<file path="src/core/uisc_pkg.sv">
// Register map and field layout for the interrupt status and clear block
package uisc_pkg;
    localparam logic [3:0] LINE_CONTROL_OFS    = 4'h3;
    localparam logic [3:0] SPECIAL_FUNC_OFS    = 4'h7;
    localparam logic [3:0] INT_STATUS_OFS      = 4'hf;
    localparam logic [7:0] SPECIAL_LCR_VALUE   = 8'hbf;
    localparam int         SFR_ACCESS_BIT      = 2;
    localparam int         CLEAR_ALL_BIT       = 0;
    localparam logic [7:0] LINE_CONTROL_RESET  = 8'h00;
    localparam logic [7:0] SPECIAL_FUNC_RESET  = 8'h00;
    localparam logic [6:0] STATUS_RESET        = 7'h00;
    localparam int         NUM_SOURCES         = 7;
endpackage : uisc_pkg

</file>
<file path="src/core/uisc_top.sv">
// Interrupt status and clear register with gated access, classic Wishbone slave
// Notes on behaviour
// - The status register answers at its offset only while line control holds 0xBF and special function bit 2 is set.
// - Special function bit 2 opens access to the interrupt status register.
// - After reset every status bit reads zero.
// - Bit 7 reads one while the CTS/RTS change interrupt is pending.
// - Bit 6 reads one while the Xoff or special character interrupt is pending.
// - Bit 5 reads one while the modem status interrupt is pending.
// - Bit 4 reads one while the transmit holding interrupt is pending.
// - Bit 3 reads one while the receiver timeout interrupt is pending.
// - Bit 2 reads one while the receive holding interrupt is pending.
// - Bit 1 reads one while the receive line error interrupt is pending.
// - Writing one to bit 0 clears every status flag whose source is not high in that same cycle.
// - The clear-all bit returns to zero by itself and always reads zero.
//
// The Wishbone slave port was left to the implementer.
`timescale 1ns/1ps
`default_nettype none
module uisc_top (
    input  wire logic       CLK_SYS,
    input  wire logic       RST_N,
    input  wire logic       WB_CYC_I,
    input  wire logic       WB_STB_I,
    input  wire logic       WB_WE_I,
    input  wire logic [3:0] WB_ADR_I,
    input  wire logic [0:0] WB_SEL_I,
    input  wire logic [7:0] WB_DAT_I,
    output logic      [7:0] WB_DAT_O,
    output logic            WB_ACK_O,
    input  wire logic [6:0] INT_SOURCES,
    output logic            SPECIAL_ACCESS_OPEN
);
    logic [7:0] line_control_reg_r;
    logic [7:0] special_function_reg_r;
    logic [6:0] status_r;
    logic [6:0] status_nxt;
    logic [7:0] dat_r;
    logic [7:0] dat_nxt;
    logic       ack_r;
    logic       req;
    logic       wr_en;
    logic       special_open;
    logic       clear_all;

    assign req          = WB_CYC_I && WB_STB_I && !ack_r;
    assign wr_en        = req && WB_WE_I && WB_SEL_I[0];
    assign special_open = (line_control_reg_r == uisc_pkg::SPECIAL_LCR_VALUE)
                          && special_function_reg_r[uisc_pkg::SFR_ACCESS_BIT];
    assign clear_all    = wr_en && special_open && (WB_ADR_I == uisc_pkg::INT_STATUS_OFS)
                          && WB_DAT_I[uisc_pkg::CLEAR_ALL_BIT];
    assign SPECIAL_ACCESS_OPEN = special_open;
    assign WB_ACK_O     = ack_r;
    assign WB_DAT_O     = dat_r;

    // Single-cycle acknowledge, dropped the cycle after it is given
    always_ff @(posedge CLK_SYS) begin
        if (!RST_N) begin
            ack_r <= 1'b0;
        end else begin
            ack_r <= req;
        end
    end

    always_ff @(posedge CLK_SYS) begin
        if (!RST_N) begin
            line_control_reg_r <= uisc_pkg::LINE_CONTROL_RESET;
        end else if (wr_en && WB_ADR_I == uisc_pkg::LINE_CONTROL_OFS) begin
            line_control_reg_r <= WB_DAT_I;
        end
    end

    // Special function register itself is only writable in the 0xBF window
    always_ff @(posedge CLK_SYS) begin
        if (!RST_N) begin
            special_function_reg_r <= uisc_pkg::SPECIAL_FUNC_RESET;
        end else if (wr_en && WB_ADR_I == uisc_pkg::SPECIAL_FUNC_OFS
                     && line_control_reg_r == uisc_pkg::SPECIAL_LCR_VALUE) begin
            special_function_reg_r <= WB_DAT_I;
        end
    end

    // Sticky flags; a source that is high wins over a clear in the same cycle
    generate
        for (genvar i = 0; i < uisc_pkg::NUM_SOURCES; i++) begin : g_flag
            assign status_nxt[i] = (status_r[i] && !clear_all) || INT_SOURCES[i];
        end
    endgenerate

    always_ff @(posedge CLK_SYS) begin
        if (!RST_N) begin
            status_r <= uisc_pkg::STATUS_RESET;
        end else begin
            status_r <= status_nxt;
        end
    end

    // Read mux; clear bit always reads zero, unmapped offsets read zero
    always_comb begin
        dat_nxt = 8'h00;
        case (WB_ADR_I)
            uisc_pkg::LINE_CONTROL_OFS: dat_nxt = line_control_reg_r;
            uisc_pkg::SPECIAL_FUNC_OFS: begin
                if (line_control_reg_r == uisc_pkg::SPECIAL_LCR_VALUE) begin
                    dat_nxt = special_function_reg_r;
                end
            end
            uisc_pkg::INT_STATUS_OFS: begin
                if (special_open) begin
                    dat_nxt = {status_r, 1'b0};
                end
            end
            default: dat_nxt = 8'h00;
        endcase
    end

    always_ff @(posedge CLK_SYS) begin
        if (!RST_N) begin
            dat_r <= 8'h00;
        end else if (req) begin
            dat_r <= dat_nxt;
        end
    end

    // Per-flag checks
    generate
        for (genvar j = 0; j < uisc_pkg::NUM_SOURCES; j++) begin : g_flag_chk

        end
    endgenerate
endmodule : uisc_top
`default_nettype wire

</file>
<file path="config.mk">
export PLATFORM = sky130hd
export DESIGN_NAME = uisc_top
export DESIGN_NICKNAME = d
export VERILOG_FILES = /design/src/core/uisc_pkg.sv /design/src/core/uisc_top.sv
export SDC_FILE = /design/constraint.sdc
export NUM_CORES = 1
export LEC_CHECK = 0
export BUFFER_PORTS_ARGS = -buffer_cell sky130_fd_sc_hd__buf_2
export CAP_MARGIN = 20
export CORE_ASPECT_RATIO = 1.75
export CORE_MARGIN = 4
export CORE_UTILIZATION = 50
export CTS_BUF_LIST = sky130_fd_sc_hd__clkbuf_8
export CTS_CLUSTER_SIZE = 10
export DETAILED_ROUTE_END_ITERATION = 6
export GPL_TIMING_DRIVEN = 0
export PLACE_DENSITY_LB_ADDON = 0.1
export REMOVE_ABC_BUFFERS = 1
export SYNTH_ARGS = -nofsm -noshare
export SYNTH_HDL_FRONTEND = slang
export SYNTH_SLANG_ARGS = --single-unit
</file>
<file path="constraint.sdc">
create_clock -name CLK_SYS -period 1.7 [get_ports CLK_SYS]
set_clock_uncertainty 0.1 [all_clocks]
set_input_delay 0.255 -clock CLK_SYS [delete_from_list [all_inputs] [get_ports CLK_SYS]]
set_output_delay 0.255 -clock CLK_SYS [all_outputs]
set_load 0.02 [all_outputs]
</file>
== Yosys cells after proc, flatten, opt, wreduce, memory -nomap -nowiden ==
Cells that the tools add are included.

* Logic and storage cells: 39
* Bits in read-only memories: 0
* RAM bits: 0
* Input port bits: 25
* Latch bits: 0
* Register bits after elaboration: 32
* Output and inout port bits: 10
* Memories kept: 0

* Multipliers: 0
* Shift operators: 0
* Muxes and demuxes: 3
* Eq/ne operators: 4
* Reductions and logical operators: 27
* Add/subtract/negate cells: 0
* Div/mod/pow operators: 0
* $lt $le $gt $ge: 0
* Bitwise operators: 0

{| class="wikitable"
|+ Operators by type and width
! kind !! number
|-
| $pmux W8 S3 || 1
|-
| $logic_and A1 B1 Y1 || 18
|-
| $mux W8 || 2
|-
| $eq A8 B8 Y1 const B || 1
|-
| $logic_or A1 B1 Y1 || 7
|-
| $eq A4 B2 Y1 const B || 1
|-
| $eq A4 B3 Y1 const B || 1
|-
| $eq A4 B4 Y1 const B || 1
|-
| $logic_not A1 Y1 || 2
|}

== Logic depth before layout (Yosys ltp) ==
Gate-level depths: netlist (run 1).

* Word-level depth: 10
* Mapped depth: 6
* Mapped depth without buffers: 4

== Worst setup path after synthesis (run 1) ==
Ideal clock, no wire load.

* Kind: register to register
* Start: reg line_control_reg_r[3]
* End: reg special_function_reg_r[0]
* Cell stages (with the launch flop): 6
* Library setup time: 120 ps
* Data arrival time: 1363 ps
* Slack: 117 ps
* Path buffers: 1
* Period minus slack after synthesis: 1583 ps
* Required time: 1480 ps
* Cell sequence: dfxtp_1 > nand4_2 > or4_1 > buf_2 > o21ai_1 > a21boi_1

* Cells in the longest elaborated chain, start to end: 2

{| class="wikitable"
|+ RTL lines
! item !! RTL line !! source
|-
| start, declared || uisc_top.sv:33 || <nowiki>logic [7:0] line_control_reg_r;</nowiki>
|-
| start signal, assigned || uisc_top.sv:66 || <nowiki>line_control_reg_r <= uisc_pkg::LINE_CONTROL_RESET;</nowiki>
|-
| $eq A8 B8 Y1 || uisc_top.sv:77 || <nowiki>&& line_control_reg_r == uisc_pkg::SPECIAL_LCR_VALUE) begin</nowiki>
|-
| $logic_and A1 B1 Y1 || uisc_top.sv:77 ||
|-
| end signal, assigned || uisc_top.sv:75 || <nowiki>special_function_reg_r <= uisc_pkg::SPECIAL_FUNC_RESET;</nowiki>
|-
| end, declared || uisc_top.sv:34 || <nowiki>logic [7:0] special_function_reg_r;</nowiki>
|}

No other way between the ends.
A chain may end at the register's enable or synchronous reset.

== Worst setup path in the final report (run 1) ==
* Start: reg line_control_reg_r[6]
* End: reg status_r[6]

* Cells in the longest elaborated chain, start to end: 8

{| class="wikitable"
|+ RTL lines
! item !! RTL line !! source
|-
| $eq A8 B8 Y1 || uisc_top.sv:47 || <nowiki>assign special_open = (line_control_reg_r == uisc_pkg::SPECIAL_LCR_VALUE)</nowiki>
|-
| $logic_and A1 B1 Y1 || uisc_top.sv:48 || <nowiki>&& special_function_reg_r[uisc_pkg::SFR_ACCESS_BIT];</nowiki>
|-
| $logic_and A1 B1 Y1 (2 in series) || uisc_top.sv:49 || <nowiki>assign clear_all = wr_en && special_open && (WB_ADR_I == uisc_pkg::INT_STATUS_OFS)</nowiki>
|-
| $logic_and A1 B1 Y1 || uisc_top.sv:50 || <nowiki>&& WB_DAT_I[uisc_pkg::CLEAR_ALL_BIT];</nowiki>
|-
| $logic_not A1 Y1 || uisc_top.sv:85 || <nowiki>assign status_nxt[i] = (status_r[i] && !clear_all) || INT_SOURCES[i];</nowiki>
|-
| $logic_and A1 B1 Y1 || uisc_top.sv:85 ||
|-
| $logic_or A1 B1 Y1 || uisc_top.sv:85 ||
|-
| end signal, assigned || uisc_top.sv:91 || <nowiki>status_r <= uisc_pkg::STATUS_RESET;</nowiki>
|-
| end signal, assigned || uisc_top.sv:93 || <nowiki>status_r <= status_nxt;</nowiki>
|-
| end, declared || uisc_top.sv:35 || <nowiki>logic [6:0] status_r;</nowiki>
|}

No other way between the ends.

==> results of run 1 <==
## report_power, final
group	switching (uW)	internal [uW]	leakage [uW]
clock network	255	360	0.0000503
registers	7.94	763	0.000264
logic	53.9	41.9	0.000452
## timing repair
action                                  CTS  global route
pin swaps                                 0             2
hold buffers                              0             0
setup buffers                             0             3
resized for setup                         5             8
endpoints found under the setup margin   21            22
## through the flow
| step | power (uW) | area (um^2) | setup slack (ns) | utilization (%) |
|---|---|---|---|---|
| after global placement | 874.8 | 1662 | -0.06572 | 56.75 |
| after CTS | 1503 | 1780 | 0.01171 | 60.81 |
| after global routing | 1549 | 1821 | 0.008146 | 62.18 |
| after detailed placement | 878.6 | 1662 | -0.1236 | 56.75 |
| after floorplan | 822.0 | 1456 | 0.1082 | - |
| final | 1482 | 1821 | 0.08664 | 62.18 |
## state kept, by name (all words and copies together) (netlist names)
signal                  cells
status_r                    7
WB_ACK_O                    1
WB_DAT_O                    8
special_function_reg_r      8
line_control_reg_r          8
## routing by layer
metal | vias to the layer above | global-route usage, %
met5 | - | 0
met4 | 0 | 9.141
met3 | 9 | 6.239
met2 | 45 | 34.62
met1 | 618 | 21.58
li1 | 664 | -
## final timing paths
path	from	to	slack, ns	cells after the start
min	WB_DAT_I[7]	special_function_reg_r[7]	0.14	3
max reg2reg	line_control_reg_r[6]	status_r[6]	0.09	4
max	line_control_reg_r[6]	status_r[6]	0.09	4
min reg2reg	special_function_reg_r[7]	special_function_reg_r[7]	0.38	2
## cells in the mapped netlist (all sizes together)
master	instances	area, um^2
a21boi	15	112.6
a21oi	8	40.04
a221o	6	60.06
a221oi	1	8.760
a222oi	1	10.01
and2	1	6.260
and2b	1	7.510
and3	1	6.260
and3b	1	8.760
and4	2	20.02
and4bb	1	12.51
buf	4	41.29
clkbuf	4	15.01
dfxtp	32	640.6
inv	3	11.26
mux2i	8	80.08
nand2	9	33.78
nand3	17	90.09
nand3b	1	7.510
nand4	1	12.51
nand4b	1	23.77
nor2	9	33.78
nor2b	9	56.30
nor3	4	30.03
nor3b	1	7.510
nor4	2	42.54
o21ai	16	80.08
or2	1	6.260
or4	1	7.510
## cell families after synthesis
group | after synthesis | share of synthesized area, %
simple gates | 63 | 27.30
compound gates | 47 | 20.60
flops | 32 | 42.35
buf+inv | 11 | 4.466
mux | 8 | 5.294
## final cells by class
cell class,instances,share of cell area (%)
clock buffer,7,5.292
inverter,3,0.6186
multi-input combinational,118,45.91
sequential,32,35.67
tap,28,1.924
timing repair buffer,37,10.58
## worst max-delay path: cells and delay by family (launching register included)
family | cells | cell delay, ns
and+or+nand+nor | 3 | 0.94
DFF | 1 | 0.33
AOI/OAI and AO/OA | 1 | 0.12
==> impl_metrics.csv, run 1 <==
group,metric,value,unit
critical_path,path_cells,"nand4b_4 -> or2_1 -> nor3_4 -> a21oi_1",
timing,max_freq,0.6198,GHz
drt,met1_length,1415,um
yosys,avgSynthCellArea,9.396,um^2
global_route,antenna_found_initial,0,
yosys,ys_seq_area_share,42.35,%
drt,drtAntennaViolNets,0,
critical_path,crit_arrival,1.67,ns
drt,routed.top_layer,"met4",
drt,dr_wl_met3,201,um
clock_tree,clkSinkCount,32,
final_layout,layout_commonest_cell,"buf_2",
critical_path,cp_slowest_cell,"or2_1",
yosys,yosysWarnings,0,
global_route,grt_overflow,0,
run,drv_cap,0,
drt,dr.pass1.iters,4,
drt,dr_total_vias,1336,
floorplan,io_pins,35,
critical_path,worst-setup-path-type,"flop to flop",
timing,worst-slew-pin-transition,0.4636,ns
yosys,synthesis.instances,161,
final_layout,drive_gt1_share,31.47,%
worst_hold_path,hold_path.class,"primary input to flop",
timing,holdWs,0.1405,ns
final_layout,fillers,275,
final_layout,stdcell_count,225,
global_route,grt_pass1_vias,1305,
timing,period_share,94.90,%
pwr,ir_worst_vdd,0.5278,mV
critical_path,worstPathRequired,1.76,ns
outcome,status,"completed",
critical_path,crit_fanout,7,
final_layout,antennaDiodeCount,0,
drt,wirelength,3514,um
timing,grt_setup_unrepaired,"false",
timing,fin_tns_setup,0,ns
clock_tree,clkLatencyLatePin,0.28,ns
floorplan,dieHeight,80.76,um
drt,via_per_inst,5.938,
timing,slew_violations,0,
place,place_congestion,0.7680,
global_route,grt_max_degree,33,
yosys,synth_cell_types,36,
drt,routedWlPerCell,15.62,um
timing,period_needed,1.613,ns
global_route,grt_usage,19.82,%
floorplan,die-area,4004,um^2
final_layout,fin_nets,222,
clock_tree,cts_buffer_depth,2,
pwr,powerDensity,813.9,nW/um^2
clock_tree,clk_pin_slew,0.06,ns
place,post-dp-hpwl,2603,um
final_layout,area_delta_synth_final,20.35,%
final_layout,mostFrequentLayoutCells,"34 x buf_2, 25 x dfxtp_1, 15 x nand3_1",
final_layout,multi_input_area,835.8,um^2
clock_tree,cts_buffers,5,
floorplan,start_util,51.67,%
floorplan,coreArea,2928,um^2
final_layout,final-seq-area,649.4,um^2
floorplan,die-width,49.58,um
place,place_inst,215,
clock_tree,clockRootBuffer,"clkbuf_8",
global_route,grt_pass1_wl,6037,um
drt,met2_length,1821,um
critical_path,start_kind,"flop",
timing,setup_violations,0,
yosys,yosys_register_bits,32,
pwr,leakagePower,0.0007656,uW
clock_tree,cts_tree,"built",
floorplan,num_rows,26,
drt,drt-initial-drc-count,20,
clock_tree,cts_max_level,2,
place,portBuffers,34,
critical_path,cp-end-kind,"flop",
timing,max_slew_margin,69.10,%
timing,finalHoldViolCount,0,
drt,drc,0,
critical_path,max_stage_delay,0.37,ns
yosys,netlist_area,1513,um^2
No activity file was read; power rests on OpenSTA's default activity.
==> run 2, diff against run 1 <==
Clock period 1.7 ns to 1.4 ns, I/O delays scaled along.
==> impl_metrics.csv, run 2 (synthesis results as in run 1) <==
group,metric,value,unit
outcome,violations,"setup timing",
final_layout,fillers,246,
global_route,grt_usage,21.18,%
drt,routedWlPerCell,16.02,um
final_layout,final-seq-area,666.9,um^2
timing,slew_violations,0,
critical_path,crit_arrival,1.64,ns
global_route,grt_max_degree,33,
floorplan,dieHeight,80.76,um
drt,drc,0,
floorplan,die-width,49.58,um
global_route,antenna_found_initial,0,
place,place_inst,215,
clock_tree,cts_buffers,5,
floorplan,die-area,4004,um^2
critical_path,worst-setup-path-type,"flop to flop",
critical_path,crit_fanout,8,
critical_path,worstPathRequired,1.47,ns
floorplan,num_rows,26,
global_route,grt_overflow,0,
clock_tree,cts_tree,"built",
final_layout,antennaDiodeCount,0,
floorplan,io_pins,35,
drt,drtAntennaViolNets,0,
clock_tree,clkLatencyLatePin,0.28,ns
floorplan,start_util,51.67,%
final_layout,mostFrequentLayoutCells,"33 x buf_2, 23 x dfxtp_1, 15 x nand3_1",
timing,max_freq,0.6393,GHz
timing,holdWs,0.09086,ns
clock_tree,clockRootBuffer,"clkbuf_8",
drt,wirelength,3764,um
timing,finalHoldViolCount,0,
place,place_congestion,0.7680,
outcome,status,"finished with violations",
worst_hold_path,hold_path.class,"primary input to flop",
place,portBuffers,34,
drt,dr.pass1.iters,4,
critical_path,start_kind,"flop",
timing,period_needed,1.564,ns
timing,setup_slack,-0.1643,ns
final_layout,fin_area,1978,um^2
final_layout,layout_commonest_cell,"buf_2",
drt,dr_total_vias,1391,
timing,fin_tns_setup,-2.747,ns
clock_tree,cts_buffer_depth,2,
final_layout,multi_input_area,894.6,um^2
clock_tree,clk_pin_slew,0.06,ns
final_layout,fin_nets,232,
critical_path,ff2ff_setup_slack,-0.16,ns
final_layout,drive_gt1_share,42.03,%
run,drv_cap,0,
global_route,grt_pass1_vias,1374,
place,dpl_cell_area,1662,um^2
clock_tree,cts_max_level,2,
pwr,leakagePower,0.0008228,uW
final_layout,stdcell_count,235,
global_route,grt_pass1_wl,6423,um
floorplan,coreArea,2928,um^2
final_layout,area_delta_synth_final,30.77,%
pwr,powerDensity,913.3,nW/um^2
critical_path,cp-end-kind,"flop",
timing,period_share,111.7,%
drt,drt-initial-drc-count,29,
drt,via_per_inst,5.919,
place,post-dp-hpwl,2603,um
timing,worst-slew-pin-transition,0.4492,ns
timing,setup_violations,31,
timing,grt_setup_unrepaired,"true",
pwr,ir_worst_vdd,0.6490,mV
timing,max_slew_margin,70.05,%
clock_tree,clkSinkCount,32,
[run 2: cell count changes in the layout (fill, tap and decap cells not counted), sizes merged]
cell  delta
buf     +10
[run 2: report_power, final]
part           switching [uW]  internal [uW]
Sequential               9.99            916
Clock                     314            437
Combinational            71.8           57.7
[run 2: path summary, 6_finish.rpt]
check	start	endpoint	cells past startpoint
hold / removal	WB_DAT_I[7]	special_function_reg_r[7]	3
setup / recovery	line_control_reg_r[6]	special_function_reg_r[5]	4
setup reg to reg	line_control_reg_r[6]	special_function_reg_r[5]	4
hold reg to reg	special_function_reg_r[5]	special_function_reg_r[5]	2
[run 2: cell type report]
| type | count | area share, % |
|---|---|---|
| multi-input combinational | 118 | 45.22 |
| timing repair buffer | 47 | 13.85 |
| sequential | 32 | 33.71 |
| tap | 28 | 1.771 |
| inverter | 3 | 0.5693 |
| clock buffer | 7 | 4.870 |
[run 2: what timing repair did]
item	4_1_cts	5_1_grt
setup buffers	9	4
setup endpoints to repair	32	31
pin swaps	20	8
hold buffers	0	0
gates resized for setup	26	12
[run 2: layer usage]
| metal | GRT usage [%] | vias to the layer above | wire, um |
|---|---|---|---|
| met5 | 0 | - | 0 |
| met4 | 9.418 | 0 | 78 |
| met3 | 6.422 | 7 | 169 |
| met2 | 37.53 | 27 | 2027 |
| met1 | 22.87 | 671 | 1489 |
| li1 | - | 686 | - |
[run 2: worst max-delay path, stage by stage (launching register included)]
cell and delay (ns):
dfxtp_2 0.32, nand4b_4 0.20, or4_4 0.61, o21ai_2 0.16, a21boi_1 0.07
[run 2: metrics by stage]
stage	setup slack, ns	total power [uW]	utilization, %
2_1_floorplan	-0.1918	998.2	-
3_3_place_gp	-0.3636	1062	56.75
3_5_place_dp	-0.4236	1067	56.75
4_1_cts	-0.1460	1826	65.17
5_1_grt	-0.2186	1883	67.56
6_report	-0.1643	1807	67.56
==> run 3, diff against run 2 <==
Settings changed: CORE_ASPECT_RATIO 1.75 to 1.5.
==> impl_metrics.csv, run 3 (synthesis results as in run 1) <==
group,metric,value,unit
outcome,status,"finished with violations",
outcome,violations,"setup timing",
drt,drc,0,
floorplan,die-width,52.91,um
drt,dr_total_vias,1398,
timing,max_freq,0.6407,GHz
floorplan,num_rows,24,
timing,fin_tns_setup,-2.835,ns
critical_path,cp-end-kind,"flop",
drt,drtAntennaViolNets,0,
global_route,grt_usage,20.40,%
final_layout,fin_area,2078,um^2
timing,finalHoldViolCount,0,
global_route,grt_pass1_wl,6030,um
floorplan,dieHeight,75.37,um
global_route,antenna_found_initial,0,
final_layout,antennaDiodeCount,0,
final_layout,multi_input_area,914.6,um^2
place,place_congestion,0.7417,
drt,wirelength,3789,um
critical_path,crit_arrival,1.63,ns
timing,max_slew_margin,67.16,%
critical_path,r2r_start,"line_control_reg_r[2]",
critical_path,worstPathRequired,1.47,ns
critical_path,start_kind,"flop",
clock_tree,cts_max_level,2,
drt,dr.pass1.iters,4,
global_route,grt_pass1_vias,1317,
clock_tree,cts_buffers,5,
global_route,grt_overflow,0,
timing,period_share,111.5,%
floorplan,start_util,51.93,%
timing,worst-slew-pin-transition,0.4926,ns
pwr,leakagePower,0.0008650,uW
timing,period_needed,1.561,ns
critical_path,worst-setup-path-type,"flop to flop",
worst_hold_path,min-delay-start,"WB_DAT_I[4]",
run,drv_cap,0,
floorplan,io_pins,35,
drt,routedWlPerCell,15.04,um
final_layout,final-seq-area,661.9,um^2
final_layout,fillers,235,
clock_tree,clkLatencyLatePin,0.28,ns
critical_path,crit_fanout,8,
timing,setup_violations,31,
clock_tree,clkSinkCount,32,
pwr,total_power,2019,uW
final_layout,drive_gt1_share,45.54,%
place,portBuffers,34,
final_layout,layout_commonest_cell,"buf_2",
clock_tree,clk_pin_slew,0.06,ns
pwr,powerDensity,971.3,nW/um^2
pwr,ir_worst_vdd,0.7662,mV
floorplan,coreArea,2913,um^2
critical_path,cp_slowest_cell,"or4_4",
critical_path,startpoint,"line_control_reg_r[2]",
critical_path,cp_top_family,"simple AND/OR/NAND/NOR gates",
global_route,grt_max_degree,33,
final_layout,mostFrequentLayoutCells,"33 x buf_2, 23 x dfxtp_1, 17 x buf_4",
critical_path,cp_num_buf_inv,0,
timing,setup_slack,-0.1608,ns
timing,grt_setup_unrepaired,"true",
clock_tree,cts_tree,"built",
drt,drt-initial-drc-count,45,
critical_path,max_stage_delay,0.62,ns
floorplan,die-area,3988,um^2
timing,slew_violations,0,
clock_tree,cts_buffer_depth,2,
clock_tree,clockRootBuffer,"clkbuf_8",
clock_tree,postCtsHoldBufs,0,
drt,via_per_inst,5.548,
critical_path,path_cells,"nand4_4 -> or4_4 -> o21ai_2 -> a21boi_1",
place,dp_slack,-0.4024,ns
worst_hold_path,hold_path.class,"primary input to flop",
final_layout,area_delta_synth_final,37.39,%
place,dpl_cell_area,1675,um^2
final_layout,fin_nets,237,
==> run 3: changes by cell type in the layout (fill, tap and decap cells not counted), moves of 2 or more <==
cell,previous run,this run
dfxtp_4,6,4
buf_4,13,17
nand2_2,2,0
dfxtp_2,3,5
o21ai_1,5,2
o21ai_2,3,6
==> run 3: metrics by stage <==
step | utilization, % | cells | hold slack, ns
6_report | 71.35 | 252 | 0.08751
5_1_grt | 71.35 | 252 | 0.09786
4_1_cts | 66.32 | 240 | 0.08672
3_5_place_dp | 57.52 | 226 | 0.3731
3_3_place_gp | 57.52 | 226 | 0.3648
2_1_floorplan | - | 153 | 0.2382
==> run 3: cell type report <==
type                    count  area share, %
multi-input cells         118          44.01
flip-flops and latches     32          31.85
repair buffers             52          15.17
clock buffers               7          4.636
well taps                  39          2.348
clock inverters             1          1.445
inverters                   3         0.5418
==> run 3: timing repair <==
item,4_1_cts,5_1_grt
setup endpoints to repair,32,32
pin swaps,18,11
hold endpoints to repair,0,0
buffers inserted,6,12
gates resized for setup,27,15
==> run 3: tightest hold or removal path, delay by kind of cell <==
kind | cells | cell delay (ns)
compound gates | 1 | 0.05
buf+inv | 1 | 0.10
simple gates | 1 | 0.06
==> run 3: final timing paths <==
kind / end / slack [ns] / cells after the start
worst max-delay path: special_function_reg_r[3] / -0.16 / 4
worst min-delay path: special_function_reg_r[4] / 0.09 / 3
worst max register to register: special_function_reg_r[3] / -0.16 / 4
worst min register to register: special_function_reg_r[3] / 0.37 / 2
==> run 3: metal layers <==
layer	share of wire, %	GRT usage (%)
met4	1.3	9.943
met3	5.0	3.523
met2	51	33.98
met1	42	25.28
met5	0	0
==> run 3: report_power, final <==
part | switching (uW) | internal [uW] | total (uW)
Sequential | 9.71 | 919 | 929
Combinational | 75.8 | 60.1 | 136
Clock | 326 | 627 | 954
